**config.mk**
```make
export PLATFORM = sky130hd
export DESIGN_NAME = reor_regs
export DESIGN_NICKNAME = d
export VERILOG_FILES = /design/src/hdl/reor_pkg.sv /design/src/hdl/reor_rail_gate.sv /design/src/hdl/reor_regs.sv
export SDC_FILE = /design/constraint.sdc
export NUM_CORES = 1
export LEC_CHECK = 0
export ABC_CLOCK_PERIOD_IN_PS = 6200
export BUFFER_PORTS_ARGS = -buffer_cell sky130_fd_sc_hd__buf_2
export CORE_MARGIN = 10
export CORE_UTILIZATION = 62
export CTS_CLUSTER_DIAMETER = 100
export DETAILED_ROUTE_END_ITERATION = 8
export PLACE_DENSITY = 0.82
export SYNTH_ARGS = -nofsm -noshare
export SYNTH_HDL_FRONTEND = slang
export SYNTH_SLANG_ARGS = --single-unit
```
**constraint.sdc**
```tcl
create_clock -name clk -period 6.2 [get_ports clk]
set_clock_uncertainty 0.05 [all_clocks]
set_input_delay 1.24 -clock clk [delete_from_list [all_inputs] [get_ports clk]]
set_output_delay 1.24 -clock clk [all_outputs]
set_load 0.02 [all_outputs]
```
**src/hdl/reor_pkg.sv**
```systemverilog
// shared constants and types for the rail enable override register bank
package reor_pkg;

  localparam logic [7:0] REOR_OFS_DISABLE   = 8'h9F;
  localparam logic [7:0] REOR_OFS_OVR_A     = 8'hA0;
  localparam logic [7:0] REOR_OFS_OVR_B_GPO = 8'hA1;

  localparam logic [7:0] REOR_RST_DISABLE   = 8'h00;
  localparam logic [7:0] REOR_RST_OVR_A     = 8'h80;
  localparam logic [7:0] REOR_RST_OVR_B_GPO = 8'h89;

  // disable register field positions
  localparam int REOR_DIS_LSW_B2_POS = 7;
  localparam int REOR_DIS_LSW_B1_POS = 6;
  localparam int REOR_DIS_LSW_A1_POS = 5;
  localparam int REOR_DIS_TERM_POS   = 4;

  // override register a field positions, step-down 1..6 in bits 0..5
  localparam int REOR_OVA_LIN_A2_POS = 7;
  localparam int REOR_OVA_LSW_A1_POS = 6;
  localparam int REOR_OVA_SD1_POS    = 0;

  // override b / output level register field positions
  localparam int REOR_OVB_GPO_LSB     = 4;
  localparam int REOR_OVB_TERM_POS    = 3;
  localparam int REOR_OVB_LSW_B2_POS  = 2;
  localparam int REOR_OVB_LSW_B1_POS  = 1;
  localparam int REOR_OVB_LIN_A3_POS  = 0;

  // rail numbering of the enable qualifier vector
  localparam int REOR_RAIL_SD1    = 0;
  localparam int REOR_RAIL_LIN_A2 = 6;
  localparam int REOR_RAIL_LSW_A1 = 7;
  localparam int REOR_RAIL_LIN_A3 = 8;
  localparam int REOR_RAIL_LSW_B1 = 9;
  localparam int REOR_RAIL_LSW_B2 = 10;
  localparam int REOR_RAIL_TERM   = 11;
  localparam int REOR_NUM_RAILS   = 12;
  localparam int REOR_NUM_EXT     = 8;
  localparam int REOR_NUM_SD      = 6;
  localparam int REOR_NUM_GPO     = 4;

  localparam logic [6:0] REOR_DEF_DEV_ADDR = 7'h5E;

  typedef struct packed {
    logic [7:0] disable_sw;
    logic [7:0] ovr_a;
    logic [7:0] ovr_b_gpo;
  } reor_regs_t;

  typedef enum logic [3:0] {
    REOR_ST_IDLE,
    REOR_ST_ADDR,
    REOR_ST_ACK_ADDR,
    REOR_ST_PTR,
    REOR_ST_ACK_PTR,
    REOR_ST_WDATA,
    REOR_ST_ACK_W,
    REOR_ST_RDATA,
    REOR_ST_MACK,
    REOR_ST_RLOAD
  } reor_state_t;

endpackage : reor_pkg

```
**src/hdl/reor_rail_gate.sv**
```systemverilog
// one rail's enable qualifier: kill beats force, force beats sequencing
module reor_rail_gate
  import reor_pkg::*;
(
  input  wire logic clk,
  input  wire logic rst,
  input  wire logic permit,
  input  wire logic force_on,
  input  wire logic seq_request,
  output logic      rail_enable
);

  logic enable_reg;
  logic enable_next;

  always_comb
  begin
    // a cleared permit holds the rail off over every other source
    enable_next = permit & (force_on | seq_request);
  end

  always_ff @(posedge clk)
  begin
    if (rst)
    begin
      enable_reg <= 1'b0;
    end
    else
    begin
      enable_reg <= enable_next;
    end
  end

  assign rail_enable = enable_reg;

endmodule : reor_rail_gate

```
**src/hdl/reor_regs.sv**
```systemverilog
// rail enable override registers behind a serial control bus target
module reor_regs
  import reor_pkg::*;
#(
  parameter logic [6:0] DEV_ADDR = REOR_DEF_DEV_ADDR
)
(
  input  wire logic                      clk,
  input  wire logic                      rst,
  input  wire logic                      scl_in,
  input  wire logic                      sda_in,
  output logic                           sda_out,
  output logic                           sda_oe_n,
  input  wire logic [REOR_NUM_EXT-1:0]   ext_permit,
  input  wire logic [REOR_NUM_RAILS-1:0] seq_request,
  input  wire logic [REOR_NUM_GPO-1:0]   gpo_is_output,
  output logic      [REOR_NUM_RAILS-1:0] rail_enable,
  output logic      [REOR_NUM_GPO-1:0]   gpo_level,
  output logic      [REOR_NUM_GPO-1:0]   gpo_oe_n
);

  // reserved and general call addresses cannot be served
  if (DEV_ADDR < 7'h08 || DEV_ADDR > 7'h77)
  begin : g_bad_addr
    $error("device address lies in a reserved range");
  end

  // pin synchronisers; stage one feeds stage two only
  logic [2:0] scl_sync_reg;
  logic [2:0] sda_sync_reg;
  logic [2:0] scl_sync_next;
  logic [2:0] sda_sync_next;
  logic       scl_rise;
  logic       scl_fall;
  logic       start_det;
  logic       stop_det;
  logic       sda_s;

  always_comb
  begin
    scl_sync_next = {scl_sync_reg[1:0], scl_in};
    sda_sync_next = {sda_sync_reg[1:0], sda_in};
  end

  always_ff @(posedge clk)
  begin
    if (rst)
    begin
      scl_sync_reg <= 3'h7;
      sda_sync_reg <= 3'h7;
    end
    else
    begin
      scl_sync_reg <= scl_sync_next;
      sda_sync_reg <= sda_sync_next;
    end
  end

  assign sda_s     = sda_sync_reg[1];
  assign scl_rise  = scl_sync_reg[1] & ~scl_sync_reg[2];
  assign scl_fall  = ~scl_sync_reg[1] & scl_sync_reg[2];
  assign start_det = scl_sync_reg[1] & scl_sync_reg[2] & ~sda_sync_reg[1] & sda_sync_reg[2];
  assign stop_det  = scl_sync_reg[1] & scl_sync_reg[2] & sda_sync_reg[1] & ~sda_sync_reg[2];

  // target engine and register file
  reor_state_t state_reg;
  reor_state_t state_next;
  logic [3:0]  cnt_reg;
  logic [3:0]  cnt_next;
  logic [7:0]  shift_reg;
  logic [7:0]  shift_next;
  logic [7:0]  ptr_reg;
  logic [7:0]  ptr_next;
  logic        rw_reg;
  logic        rw_next;
  logic        drive_low_reg;
  logic        drive_low_next;
  reor_regs_t  regs_reg;
  reor_regs_t  regs_next;
  logic [7:0]  rd_byte;

  always_comb
  begin
    // reads are pure decode, a read leaves the register file unchanged
    case (ptr_reg)
      REOR_OFS_DISABLE:   rd_byte = regs_reg.disable_sw;
      REOR_OFS_OVR_A:     rd_byte = regs_reg.ovr_a;
      REOR_OFS_OVR_B_GPO: rd_byte = regs_reg.ovr_b_gpo;
      default:            rd_byte = 8'h00;
    endcase
  end

  always_comb
  begin
    state_next     = state_reg;
    cnt_next       = cnt_reg;
    shift_next     = shift_reg;
    ptr_next       = ptr_reg;
    rw_next        = rw_reg;
    drive_low_next = drive_low_reg;
    regs_next      = regs_reg;
    if (start_det)
    begin
      state_next     = REOR_ST_ADDR;
      cnt_next       = 4'h0;
      drive_low_next = 1'b0;
    end
    else if (stop_det)
    begin
      state_next     = REOR_ST_IDLE;
      drive_low_next = 1'b0;
    end
    else
    begin
      case (state_reg)
        REOR_ST_IDLE:
        begin
          drive_low_next = 1'b0;
        end
        REOR_ST_ADDR, REOR_ST_PTR, REOR_ST_WDATA:
        begin
          if (scl_rise)
          begin
            shift_next = {shift_reg[6:0], sda_s};
            cnt_next   = cnt_reg + 4'h1;
          end
          else if (scl_fall && cnt_reg == 4'h8)
          begin
            drive_low_next = 1'b1;
            if (state_reg == REOR_ST_ADDR)
            begin
              if (shift_reg[7:1] == DEV_ADDR)
              begin
                rw_next    = shift_reg[0];
                state_next = REOR_ST_ACK_ADDR;
              end
              else
              begin
                drive_low_next = 1'b0;
                state_next     = REOR_ST_IDLE;
              end
            end
            else if (state_reg == REOR_ST_PTR)
            begin
              ptr_next   = shift_reg;
              state_next = REOR_ST_ACK_PTR;
            end
            else
            begin
              // reserved disable bits are stored as written
              case (ptr_reg)
                REOR_OFS_DISABLE:   regs_next.disable_sw = shift_reg;
                REOR_OFS_OVR_A:     regs_next.ovr_a = shift_reg;
                REOR_OFS_OVR_B_GPO: regs_next.ovr_b_gpo = shift_reg;
                default:            regs_next = regs_reg;
              endcase
              ptr_next   = ptr_reg + 8'h01;
              state_next = REOR_ST_ACK_W;
            end
          end
        end
        REOR_ST_ACK_ADDR:
        begin
          if (scl_fall)
          begin
            cnt_next = 4'h0;
            if (rw_reg)
            begin
              shift_next     = rd_byte;
              drive_low_next = ~rd_byte[7];
              state_next     = REOR_ST_RDATA;
            end
            else
            begin
              drive_low_next = 1'b0;
              state_next     = REOR_ST_PTR;
            end
          end
        end
        REOR_ST_ACK_PTR, REOR_ST_ACK_W:
        begin
          if (scl_fall)
          begin
            cnt_next       = 4'h0;
            drive_low_next = 1'b0;
            state_next     = REOR_ST_WDATA;
          end
        end
        REOR_ST_RDATA:
        begin
          if (scl_fall)
          begin
            if (cnt_reg == 4'h7)
            begin
              drive_low_next = 1'b0;
              state_next     = REOR_ST_MACK;
            end
            else
            begin
              cnt_next       = cnt_reg + 4'h1;
              shift_next     = {shift_reg[6:0], 1'b0};
              drive_low_next = ~shift_reg[6];
            end
          end
        end
        REOR_ST_MACK:
        begin
          if (scl_rise)
          begin
            // a not-acknowledge ends the read; wait for stop or restart
            if (!sda_s)
            begin
              ptr_next   = ptr_reg + 8'h01;
              state_next = REOR_ST_RLOAD;
            end
            else
            begin
              state_next = REOR_ST_IDLE;
            end
          end
        end
        REOR_ST_RLOAD:
        begin
          if (scl_fall)
          begin
            cnt_next       = 4'h0;
            shift_next     = rd_byte;
            drive_low_next = ~rd_byte[7];
            state_next     = REOR_ST_RDATA;
          end
        end
        default:
        begin
          state_next     = REOR_ST_IDLE;
          drive_low_next = 1'b0;
        end
      endcase
    end
  end

  always_ff @(posedge clk)
  begin
    if (rst)
    begin
      state_reg           <= REOR_ST_IDLE;
      cnt_reg             <= 4'h0;
      shift_reg           <= 8'h00;
      ptr_reg             <= 8'h00;
      rw_reg              <= 1'b0;
      drive_low_reg       <= 1'b0;
      regs_reg.disable_sw <= REOR_RST_DISABLE;
      regs_reg.ovr_a      <= REOR_RST_OVR_A;
      regs_reg.ovr_b_gpo  <= REOR_RST_OVR_B_GPO;
    end
    else
    begin
      state_reg     <= state_next;
      cnt_reg       <= cnt_next;
      shift_reg     <= shift_next;
      ptr_reg       <= ptr_next;
      rw_reg        <= rw_next;
      drive_low_reg <= drive_low_next;
      regs_reg      <= regs_next;
    end
  end

  // open drain: only ever pulls low
  assign sda_out  = 1'b0;
  assign sda_oe_n = ~drive_low_reg;

  // per-rail permit and force vectors
  logic [REOR_NUM_RAILS-1:0] permit;
  logic [REOR_NUM_RAILS-1:0] force_on;

  always_comb
  begin
    permit   = '0;
    force_on = '0;
    // rails killed elsewhere arrive through ext_permit
    permit[REOR_NUM_SD-1:0]  = ext_permit[REOR_NUM_SD-1:0];
    permit[REOR_RAIL_LIN_A2] = ext_permit[REOR_NUM_SD];
    permit[REOR_RAIL_LIN_A3] = ext_permit[REOR_NUM_SD+1];
    permit[REOR_RAIL_LSW_B2] = regs_reg.disable_sw[REOR_DIS_LSW_B2_POS];
    permit[REOR_RAIL_LSW_B1] = regs_reg.disable_sw[REOR_DIS_LSW_B1_POS];
    permit[REOR_RAIL_LSW_A1] = regs_reg.disable_sw[REOR_DIS_LSW_A1_POS];
    permit[REOR_RAIL_TERM]   = regs_reg.disable_sw[REOR_DIS_TERM_POS];
    force_on[REOR_RAIL_SD1 +: REOR_NUM_SD] =
      regs_reg.ovr_a[REOR_OVA_SD1_POS +: REOR_NUM_SD];
    force_on[REOR_RAIL_LIN_A2] = regs_reg.ovr_a[REOR_OVA_LIN_A2_POS];
    force_on[REOR_RAIL_LSW_A1] = regs_reg.ovr_a[REOR_OVA_LSW_A1_POS];
    force_on[REOR_RAIL_TERM]   = regs_reg.ovr_b_gpo[REOR_OVB_TERM_POS];
    force_on[REOR_RAIL_LSW_B2] = regs_reg.ovr_b_gpo[REOR_OVB_LSW_B2_POS];
    force_on[REOR_RAIL_LSW_B1] = regs_reg.ovr_b_gpo[REOR_OVB_LSW_B1_POS];
    force_on[REOR_RAIL_LIN_A3] = regs_reg.ovr_b_gpo[REOR_OVB_LIN_A3_POS];
  end

  for (genvar i = 0; i < REOR_NUM_RAILS; i++)
  begin : g_rail
    // clear override leaves seq_request in charge, set forces on while permit is set
    reor_rail_gate u_gate (
      .clk         (clk),
      .rst         (rst),
      .permit      (permit[i]),
      .force_on    (force_on[i]),
      .seq_request (seq_request[i]),
      .rail_enable (rail_enable[i])
    );
  end

  // general outputs
  logic [REOR_NUM_GPO-1:0] gpo_level_reg;
  logic [REOR_NUM_GPO-1:0] gpo_level_next;
  logic [REOR_NUM_GPO-1:0] gpo_oe_n_reg;
  logic [REOR_NUM_GPO-1:0] gpo_oe_n_next;

  always_comb
  begin
    gpo_level_next = regs_reg.ovr_b_gpo[REOR_OVB_GPO_LSB +: REOR_NUM_GPO];
    gpo_oe_n_next  = ~gpo_is_output;
  end

  always_ff @(posedge clk)
  begin
    if (rst)
    begin
      gpo_level_reg <= '0;
      gpo_oe_n_reg  <= '1;
    end
    else
    begin
      gpo_level_reg <= gpo_level_next;
      gpo_oe_n_reg  <= gpo_oe_n_next;
    end
  end

  assign gpo_level = gpo_level_reg;
  assign gpo_oe_n  = gpo_oe_n_reg;

endmodule : reor_regs

```
Word level (Yosys, flattened, before mapping). Index checks and enable logic that the tools add are counted.

Bits in registers: 76. Input bits: 28. Word-level logic and storage cells: 179. Output and inout port bits: 22.

Mux-type cells: 47. Add/sub/neg operators: 2. Reduce and logical (&&, ||, !) cells: 20. Equality and inequality tests: 38. Bitwise gates (word level): 46.

Operators by type and width (number): 8-bit two-way mux (12); 4-bit two-way mux (14); 4-bit != test (second input constant) (8); 8-bit one-hot mux with 4 select lines (1); 8-bit AND reduction (4); 4-bit one-hot mux with 7 select lines (1); 9-bit AND reduction (3); 2-bit != test (second input constant) (13); 8-bit == test (second input constant) (3); 8-bit one-hot mux with 3 select lines (1); 4-bit by 3-bit == test with 1-bit output (second input constant) (5); 1-bit bitwise AND (19); 8-bit one-hot mux with 2 select lines (1); 1-bit inverter (14); 7-bit AND reduction (2); 4-bit == test (second input constant) (3); 1-bit two-way mux (12); 1-bit bitwise OR (12); 4-bit one-hot mux with 3 select lines (1); 8-bit by 1-bit adder with 8-bit output (second input constant) (1); 4-bit by 2-bit == test with 1-bit output (second input constant) (2); 7-bit == test (second input constant) (1); 1-bit one-hot mux with 6 select lines (1); 6-bit AND reduction (1); other kinds (15) (18).

Longest topological paths before layout. Gate-level depths: netlist of run 1.

Word-level depth: 8. Depth in mapped cells: 8. Mapped depth without buffers: 6.

By module. From an unflattened synthesis of run 1, not the netlist that was laid out.

Cells, all modules: 417. Area, all modules: 3719.8 um^2.

Modules (own cells, without submodules): reor_regs (cells each 381, instances 1, area each 3284.4 um^2); reor_rail_gate (cells each 3, instances 12, area each 36.3 um^2).

Worst setup path after synthesis of run 1. OpenSTA, ideal clock, no wires.

Kind: input to register. Start point: in rst. End point: reg cnt_reg[3]. Required time: 6.058 ns. Data arrival time: 2.046 ns. Setup time: 0.092 ns. Cell stages on the path: 4. Slack: 4.012 ns. Cells stage by stage: buf_6 a41o_2 or3_1 o32ai_1.

Longest elaborated chain between the ends: 1.

RTL lines: start: declaration (line reor_regs.sv:9) `input wire logic rst,`; 2-bit OR reduction (no source line); end signal: assignment (line reor_regs.sv:258) `cnt_reg <= cnt_next;`; end: declaration (line reor_regs.sv:68) `logic [3:0] cnt_reg;`.

No other way between the ends. A chain may end at the register's enable or synchronous reset.

Worst setup path after layout of run 1.
Start point: reg state_reg[1]. End point: reg shift_reg[1].

Longest elaborated chain between the ends: 4.

RTL lines: start: declaration (line reor_regs.sv:66) `reor_state_t state_reg;`; start signal: assignment (line reor_regs.sv:257) `state_reg <= state_next;`; 4-bit by 1-bit == test with 1-bit output, or another cell as far along (line reor_regs.sv:115) `case (state_reg)`; 3-bit OR reduction (line reor_regs.sv:115); 4-bit nonzero test (no source line) / 2-bit != test (equally long branches); 9-bit AND reduction (no source line); end signal: assignment (line reor_regs.sv:259) `shift_reg <= shift_next;`; end: declaration (line reor_regs.sv:70) `logic [7:0] shift_reg;`.

Several ways; a longest one is shown, not always the timed one.

==> results.rst, run 1 <==
.. list-table::
   :header-rows: 1

   * - Metric
     - Value
   * - Outcome
     - finished clean
   * - Actual slew at the worst max-slew pin
     - 0.841 ns
   * - Net total in the final layout
     - just under 500
   * - Static leakage
     - 1.64 nW
   * - Sum of negative setup slack
     - 0 ns
   * - Hold Crit Start
     - scl_sync_reg[0]$_SDFF_PP1_
   * - Clock latency of the later-clocked register in the worst-skew pair
     - 0.35 ns
   * - Area of the multi-input gates
     - 1990 µm²
   * - Floorplan die area
     - 9720 µm²
   * - Top-level port count
     - 50
   * - Post-CTS Setup Bufs
     - 0
   * - Number of global-route vias before repair
     - slightly below 3k
   * - Maximum net fanout on the critical path
     - 17
   * - Capturing element type of the critical path
     - flip-flop
   * - Number of H-tree levels
     - 3
   * - Antenna violations before repair
     - 0
   * - Number of enable flip-flop cells after synthesis
     - 0
   * - Routed Wire Length
     - about 8500 µm
   * - CTS tree
     - done
   * - Antenna-violating nets left
     - 0
   * - Number of distinct library cells after synthesis
     - 71
   * - Count of instances resized after the clock tree is built
     - 0
   * - Normalized max-slew margin
     - 43.5%
   * - Share of cells above drive strength 1
     - a little over a fifth
   * - Y dimension of the die
     - 98.6 µm
   * - Total routing resource utilization after global routing
     - 17.4%
   * - Global-route wire length before repair
     - 14,300 µm
   * - Min-delay worst type
     - reg2reg
   * - Net count after synthesis
     - 460
   * - Maximum clock frequency
     - approximately 400 MHz
   * - Final global-route overflow total
     - 0
   * - Setup violation total in the final timing report
     - 0
   * - Share of the yosys chip area belonging to registers
     - 39.7%
   * - PD cells
     - about 260 nW/µm²
   * - Post-detailed-placement cell area
     - a little under 4000 µm²
   * - Number of search-and-repair iterations in the first detailed-routing pass
     - 5
   * - Synthesized instance count
     - approximately 430
   * - Hold Vio Cnt, Final
     - 0
   * - Drt wl/cell
     - 16.1 µm
   * - Max capacitance violation total
     - 0
   * - Die width
     - between 90 and 100 µm
   * - HPWL reported at the end of detailed placement
     - about 5700 µm
   * - Number of DRC violations after detailed-routing iteration 0
     - 208
   * - Worst slack on hold paths
     - 0.373 ns
   * - Critical Path AT
     - ~2.7 ns
   * - Placeable core region
     - a little under 6000 µm²
   * - Clock slew at the register clock pins of the worst setup and hold paths
     - 0.08 ns
   * - Clk root buf
     - sky130_fd_sc_hd__clkbuf_8
   * - Seq. cell area
     - 1520 µm²
   * - R2R Path Start
     - state_reg[1]$_SDFFE_PP0P_
   * - Crit path required time
     - 6.41 ns
   * - Max Slew Vio Count
     - 0
   * - Crit. Startpoint
     - state_reg[1]$_SDFFE_PP0P_
   * - Final cycle utilization of the critical path
     - 39.9%
   * - DRC violations left
     - 0
   * - Peak supply drop
     - 0.192 mV
   * - Average instance area after synthesis
     - 8.97 µm²
   * - Buffers on Ports
     - 48
   * - Post-synthesis async set-or-reset flop share
     - 0%
   * - CTS Buf Count
     - 9
   * - Largest net degree at the start of global routing
     - 72
   * - Drt via density
     - 5.97
   * - Routability-driven placement congestion ratio
     - 0.929
   * - Unrepaired setup endpoints after global routing
     - false
   * - Main synth FF type
     - sky130_fd_sc_hd__dfxtp_1
   * - Critical path start-end classification
     - reg2reg
   * - Shortest period the worst path allows
     - 2.47 ns
   * - Total vias in the final route
     - 3,150
   * - Number of fillers in the final layout
     - 491
   * - Number of storage elements in the synthesis netlist
     - 76
   * - Hold bufs inserted after CTS
     - 0
   * - Number of synthesis warnings
     - 0
   * - Post-layout total power
     - between 1 and 1.5 mW
   * - Number of clock sinks seen by CTS
     - 76
   * - Post-route cell area
     - 4140 µm²
   * - Area growth from synthesis to layout
     - 8.07%
   * - Initial Utilization
     - 64.3%
   * - Number of buffers on the longest clock path
     - 2
   * - Mapped Area
     - roughly 3800 µm²
   * - Number of diodes added for antenna fixing
     - 0
   * - Number of placement rows
     - 28
   * - Category of the worst setup path launch point
     - flip-flop
## logic make-up after synthesis
family | count (synthesis) | share of synthesized area [%]
compound gates | 100 | 19.3
xor+xnor | 3 | 0.686
fa+ha+maj | 5 | 1.63
buf+inv | 57 | 8.29
flops | 76 | 39.7
mux | 22 | 5.75
other cells | 1 | 0.0979
simple gates | 163 | 24.5
## critical path, cell delays in order, from the launching register on
cell and delay (ns):
sky130_fd_sc_hd__dfxtp_1 0.69, sky130_fd_sc_hd__nor4bb_1 0.39, sky130_fd_sc_hd__a21oi_1 0.12, sky130_fd_sc_hd__nor4_4 0.79, sky130_fd_sc_hd__nor2_1 0.09, sky130_fd_sc_hd__a211oi_1 0.24
## report_power, final
group          total, mW  internal [mW]  switching, mW
clock              0.409          0.225          0.184
combinational      0.136         0.0578         0.0780
sequential         0.545          0.507         0.0383
## cell type report
class | instances | share of cell area (%)
clock buffers | 9 | 2.99
clock inverters | 6 | 2.18
repair buffers | 49 | 5.98
flip-flops and latches | 76 | 36.7
well taps | 75 | 2.27
multi-input cells | 294 | 48.1
inverters | 19 | 1.72
## path summary, 6_finish.rpt
check                                                  end  slack (ns)  depth (start not counted)
worst max-delay path             shift_reg[1]$_SDFFE_PP0P_        3.73                          5
worst min-delay path            scl_sync_reg[1]$_SDFF_PP1_        0.37                          1
worst max register to register   shift_reg[1]$_SDFFE_PP0P_        3.73                          5
worst min register to register  scl_sync_reg[1]$_SDFF_PP1_        0.37                          1
## per-stage QoR
stage                     worst slack [ns]  cells  utilization [%]
after global routing                  3.43    528             69.5
final                                 3.73    528             69.5
after global placement                3.58    513             65.9
after floorplan                       4.01    427                -
after CTS                             3.75    528             69.5
after detailed placement              3.52    513             65.9
## cells in the mapped netlist (3+ instances only)
| library cell | instances | area share [%] |
|---|---|---|
| sky130_fd_sc_hd__ha_1 | 5 | 1.6 |
| sky130_fd_sc_hd__dfxtp_1 | 76 | 40 |
| sky130_fd_sc_hd__a22oi_1 | 16 | 3.1 |
| sky130_fd_sc_hd__buf_6 | 3 | 0.88 |
| sky130_fd_sc_hd__nor3_1 | 5 | 0.65 |
| sky130_fd_sc_hd__nor2_1 | 63 | 6.2 |
| sky130_fd_sc_hd__nand3_1 | 8 | 1.0 |
| sky130_fd_sc_hd__nand2_1 | 13 | 1.3 |
| sky130_fd_sc_hd__a31oi_1 | 4 | 0.65 |
| sky130_fd_sc_hd__a211o_1 | 6 | 1.4 |
| sky130_fd_sc_hd__o2bb2ai_1 | 10 | 2.3 |
| sky130_fd_sc_hd__inv_1 | 19 | 1.9 |
| sky130_fd_sc_hd__mux2i_1 | 22 | 5.7 |
| sky130_fd_sc_hd__clkbuf_1 | 12 | 1.2 |
| sky130_fd_sc_hd__or2_2 | 15 | 2.4 |
| sky130_fd_sc_hd__nor3b_1 | 14 | 2.7 |
| sky130_fd_sc_hd__a21oi_1 | 18 | 2.4 |
| sky130_fd_sc_hd__nand3b_1 | 4 | 0.78 |
| sky130_fd_sc_hd__buf_2 | 6 | 0.78 |
| sky130_fd_sc_hd__a32oi_1 | 3 | 0.69 |
| sky130_fd_sc_hd__o21ai_0 | 11 | 1.4 |
| sky130_fd_sc_hd__nor2b_1 | 7 | 1.1 |
| sky130_fd_sc_hd__a211oi_1 | 12 | 2.4 |
| sky130_fd_sc_hd__nand2b_1 | 6 | 0.98 |
| sky130_fd_sc_hd__buf_4 | 14 | 2.7 |
## cell usage in the layout, fill, tap and decap left out, drive strengths merged, types with 2 or more instances in the layout
cell type	netlist	routed
or2	15	15
a32oi	3	3
o31a	2	2
and4b	2	2
a211o	7	7
or4	2	2
inv	19	19
a32o	2	2
nor4	3	3
mux2i	22	22
nor3	5	5
nand2b	6	6
bufinv	0	2
o211ai	2	2
nor4b	3	3
and2b	3	3
nor2b	7	7
nand4	2	2
ha	5	5
nand2	14	14
or3	3	3
buf	25	49
o2bb2ai	10	10
dfxtp	76	76
clkbuf	13	9
a21oi	19	19
xnor2	2	2
nor3b	14	14
o21ai	11	11
nand3	8	8
and2	2	2
a31oi	4	4
a22oi	16	16
nor2	63	63
o32ai	2	2
clkinv	0	3
nand3b	4	4
a211oi	13	13
## metal layers
metal  track usage (%)  up-vias  wire (µm)
met5                 0        -          0
met4              7.61        0        165
met3              5.94       16        580
met2              26.6      101       3920
met1              21.8     1471       3840
li1                  -     1562          -
Note: power is estimated with default switching activity, not from simulation.
==> run 2: changes to the inputs <==
--- a/config.mk
+++ b/config.mk
@@ -5,13 +5,14 @@
 export SDC_FILE = /design/constraint.sdc
 export NUM_CORES = 1
 export LEC_CHECK = 0
-export ABC_CLOCK_PERIOD_IN_PS = 6200
+export ABC_AREA = 1
+export ABC_CLOCK_PERIOD_IN_PS = 2020
 export BUFFER_PORTS_ARGS = -buffer_cell sky130_fd_sc_hd__buf_2
 export CORE_MARGIN = 10
-export CORE_UTILIZATION = 62
+export CORE_UTILIZATION = 52
 export CTS_CLUSTER_DIAMETER = 100
 export DETAILED_ROUTE_END_ITERATION = 8
-export PLACE_DENSITY = 0.82
+export PLACE_DENSITY = 0.73
 export SYNTH_ARGS = -nofsm -noshare
 export SYNTH_HDL_FRONTEND = slang
 export SYNTH_SLANG_ARGS = --single-unit
==> constraint.sdc (replaced) <==
create_clock -name clk -period 2.02 [get_ports clk]
set_clock_uncertainty 0.05 [all_clocks]
set_input_delay 0.404 -clock clk [delete_from_list [all_inputs] [get_ports clk]]
set_output_delay 0.404 -clock clk [all_outputs]
set_load 0.02 [all_outputs]
==> run 2 against run 1 <==
Compared with the run above:
- maximum frequency increased by 35%
- area after synthesis decreased by 1.0%
- highest routed layer unchanged
- critical endpoint is now shift_reg[5]$_SDFFE_PP0P_
- sequential share of layout area decreased by 1.3 points
- via count increased by 14%
- non-clock buffer count increased by 7
- register-to-register slack got worse by 3.5 ns
- design area increased by 3.6%
- largest cell class unchanged
- combinational power increased to 13 times the previous value
==> results.rst, run 2 <==
.. list-table::
   :header-rows: 1

   * - Metric
     - Value
   * - Outcome
     - finished clean
   * - Drt wl/cell
     - 13.7 µm
   * - Final Instance Count excl. Fillers
     - 697
   * - Routability-driven placement congestion ratio
     - 0.947
   * - Maximum clock frequency
     - between 500 and 600 MHz
   * - Drt via density
     - approximately 5.1
   * - R2R Path Start
     - ptr_reg[0]$_SDFFE_PP0P_
   * - HPWL reported at the end of detailed placement
     - 7140 µm
   * - Number of storage elements in the synthesis netlist
     - 76
   * - Die width
     - 105 µm
   * - Clock slew at the register clock pins of the worst setup and hold paths
     - around 0.080 ns
   * - Number of distinct library cells after synthesis
     - 37
   * - Pre-CTS setup slack
     - about 0.11 ns
   * - Peak supply drop
     - 0.683 mV
   * - Static leakage
     - 2.01 nW
   * - Leading cell type by number of instances after synthesis
     - sky130_fd_sc_hd__nand2_1
   * - Sum of negative setup slack
     - 0 ns
   * - Max capacitance violation total
     - 0
   * - Post-synthesis async set-or-reset flop share
     - 0%
   * - PD cells
     - 1150 nW/µm²
   * - Number of cells on the worst reg-to-reg path
     - 11
   * - Hold Crit Start
     - gpo_is_output[2]
   * - Area share of and/or/nand/nor cells after synthesis
     - 33.8%
   * - Hold Vio Cnt, Final
     - 0
   * - Net count after synthesis
     - 583
   * - Floorplan die area
     - 11,100 µm²
   * - Initial Utilization
     - between 50% and 60%
   * - Number of synthesis warnings
     - 0
   * - Seq. cell area
     - 1520 µm²
   * - Leading cell types by total area after synthesis
     - sky130_fd_sc_hd__dfxtp_1 40%, sky130_fd_sc_hd__nand2_1 13%, sky130_fd_sc_hd__nor2_1 8.0%
   * - Setup violation total in the final timing report
     - 0
   * - Clock latency of the later-clocked register in the worst-skew pair
     - 0.36 ns
   * - Post-synth top cells
     - 127 x sky130_fd_sc_hd__nand2_1, 81 x sky130_fd_sc_hd__nor2_1, 76 x sky130_fd_sc_hd__dfxtp_1
   * - Crit. Startpoint
     - ptr_reg[0]$_SDFFE_PP0P_
   * - Total vias in the final route
     - between 3k and 4k
   * - CTS tree
     - done
   * - Antenna violations before repair
     - 0
   * - Portion of netlist area occupied by mux cells
     - 0%
   * - Number of buffers on the longest clock path
     - 2
   * - Number of search-and-repair iterations in the first detailed-routing pass
     - 5
   * - Area leader, netlist
     - sky130_fd_sc_hd__dfxtp_1
   * - Compound-Gate Fraction of Synth Area
     - 13.3%
   * - Number of fillers in the final layout
     - a little under 700
   * - Number of DRC violations after detailed-routing iteration 0
     - 189
   * - Portion of synthesized cell area occupied by the leading cell type
     - 40.1%
   * - Cell depth of the worst hold path
     - 2
   * - Hold bufs inserted after CTS
     - 0
   * - Capturing element type of the critical path
     - flip-flop
   * - Area of the multi-input gates
     - 1880 µm²
   * - Xor and xnor fraction of the mapped netlist area
     - 0.462%
   * - Category of the worst setup path launch point
     - flip-flop
   * - Clk root buf
     - sky130_fd_sc_hd__clkbuf_8
   * - Area growth from synthesis to layout
     - 13.1%
   * - DRC violations left
     - 0
   * - Number of placement rows
     - 31
   * - Main combinational cell family by area after synthesis
     - simple AND/OR/NAND/NOR gates
   * - Crit path required time
     - 2.27 ns
   * - Routed Wire Length
     - 9580 µm
   * - Worst path setup slack after routing
     - 0.188 ns
   * - Total routing resource utilization after global routing
     - 17.0%
   * - Number of enable flip-flop cells after synthesis
     - 0
   * - Mapped Area
     - 3790 µm²
   * - Main synth FF type
     - sky130_fd_sc_hd__dfxtp_1
   * - Net total in the final layout
     - 626
   * - Number of global-route vias before repair
     - ~3.3k
   * - Maximum net fanout on the critical path
     - 7
   * - Critical Path AT
     - 2.08 ns
   * - Synthesized instance count
     - 550
   * - Antenna-violating nets left
     - 0
   * - Number of diodes added for antenna fixing
     - 0
   * - Average instance area after synthesis
     - 6.90 µm²
   * - Final cycle utilization of the critical path
     - approximately nine tenths
   * - Min-delay worst type
     - in2reg
   * - Number of placed instances with taps included
     - about 680
   * - Adder and majority cell fraction of the synthesized area
     - 1.65%
   * - Largest net degree at the start of global routing
     - 39
   * - Final global-route overflow total
     - 0
   * - Commonest non-fill, non-tap cells in the layout
     - 125 x sky130_fd_sc_hd__nand2_1, 81 x sky130_fd_sc_hd__nor2_1, 76 x sky130_fd_sc_hd__dfxtp_1, 58 x sky130_fd_sc_hd__inv_1, 48 x sky130_fd_sc_hd__buf_2
   * - Top-level port count
     - 50
   * - Post-layout total power
     - 4.93 mW
   * - Unrepaired setup endpoints after global routing
     - false
   * - Number of H-tree levels
     - 3
   * - Y dimension of the die
     - between 100 and 150 µm
   * - CTS Buf Count
     - 9
   * - Most common cell after layout, fill and taps aside
     - sky130_fd_sc_hd__nand2_1
   * - Placeable core region
     - 7180 µm²
   * - Shortest period the worst path allows
     - 1.83 ns
   * - Global-route wire length before repair
     - 15,700 µm
   * - Buffers on Ports
     - 48
   * - Max Slew Vio Count
     - 0
   * - Critical path start-end classification
     - reg2reg
   * - Share of cells above drive strength 1
     - 17.2%
   * - Number of clock sinks seen by CTS
     - 76
   * - Share of the yosys chip area belonging to registers
     - 40.1%
## run 2: worst paths after layout
check / endpoint / slack (ns)
worst min-delay path: gpo_oe_n[2]$_SDFF_PP1_ / 0.15
worst min register to register: sda_sync_reg[1]$_SDFF_PP1_ / 0.36
worst max register to register: shift_reg[5]$_SDFFE_PP0P_ / 0.19
worst max-delay path: shift_reg[5]$_SDFFE_PP0P_ / 0.19
## run 2: cell families after synthesis
family | Yosys count
XOR/XNOR | 2
other | 1
flip-flops | 76
AO/OA/AOI/OAI | 96
AND/OR/NAND/NOR | 284
adder cells (fa/ha/maj) | 5
buffers and inverters | 86
## run 2: stage by stage
step / area [µm²] / util (%) / hold slack, ns
detailed placement: 4040 / 56.3 / 0.348
global placement: 4040 / 56.3 / 0.347
finish: 4290 / 59.8 / 0.151
floorplan: 3790 / - / 0.339
CTS: 4250 / 59.3 / 0.147
global route: 4290 / 59.8 / 0.154
## run 2: layout make-up
cell class	instances	share of cell area (%)
clock inverters	6	2.04
clock buffers	10	2.97
flip-flops and latches	76	35.5
multi-input cells	388	43.9
repair buffers	56	7.29
well taps	99	2.89
inverters	62	5.48
## run 2: per-layer routing
| metal | global-route usage, % | share of wire [%] | vias to the layer above |
|---|---|---|---|
| li1 | - | - | 1829 |
| met1 | 20.6 | 44 | 1629 |
| met2 | 28.3 | 47 | 114 |
| met3 | 4.99 | 7.2 | 11 |
| met4 | 5.10 | 1.3 | 0 |
| met5 | 0 | 0 | - |
## run 2: worst max-delay path, cell delays in order (launching register included)
cell and delay, ns:
sky130_fd_sc_hd__dfxtp_1 0.36, sky130_fd_sc_hd__inv_1 0.09, sky130_fd_sc_hd__ha_1 0.13, sky130_fd_sc_hd__nor3b_1 0.29, sky130_fd_sc_hd__nand2_2 0.23, sky130_fd_sc_hd__inv_1 0.20, sky130_fd_sc_hd__nand2_1 0.07, sky130_fd_sc_hd__o211ai_1 0.10
sky130_fd_sc_hd__nand2_1 0.07, sky130_fd_sc_hd__nand2_1 0.06, sky130_fd_sc_hd__nor2_1 0.04, sky130_fd_sc_hd__nor2_1 0.07
## run 2: power breakdown
group | switching [mW] | internal, mW | leakage (nW) | total [mW]
sequential | 0.156 | 1.67 | 0.619 | 1.83
combinational | 1.23 | 0.583 | 1.28 | 1.82
clock | 0.593 | 0.699 | 0.111 | 1.29
total | 1.98 | 2.95 | 2.01 | 4.93
## run 2: timing repair
item | 4_1_cts | 5_1_grt
resized for setup | 0 | 4
buffers inserted | 0 | 3
endpoints found under the setup margin | 0 | 10
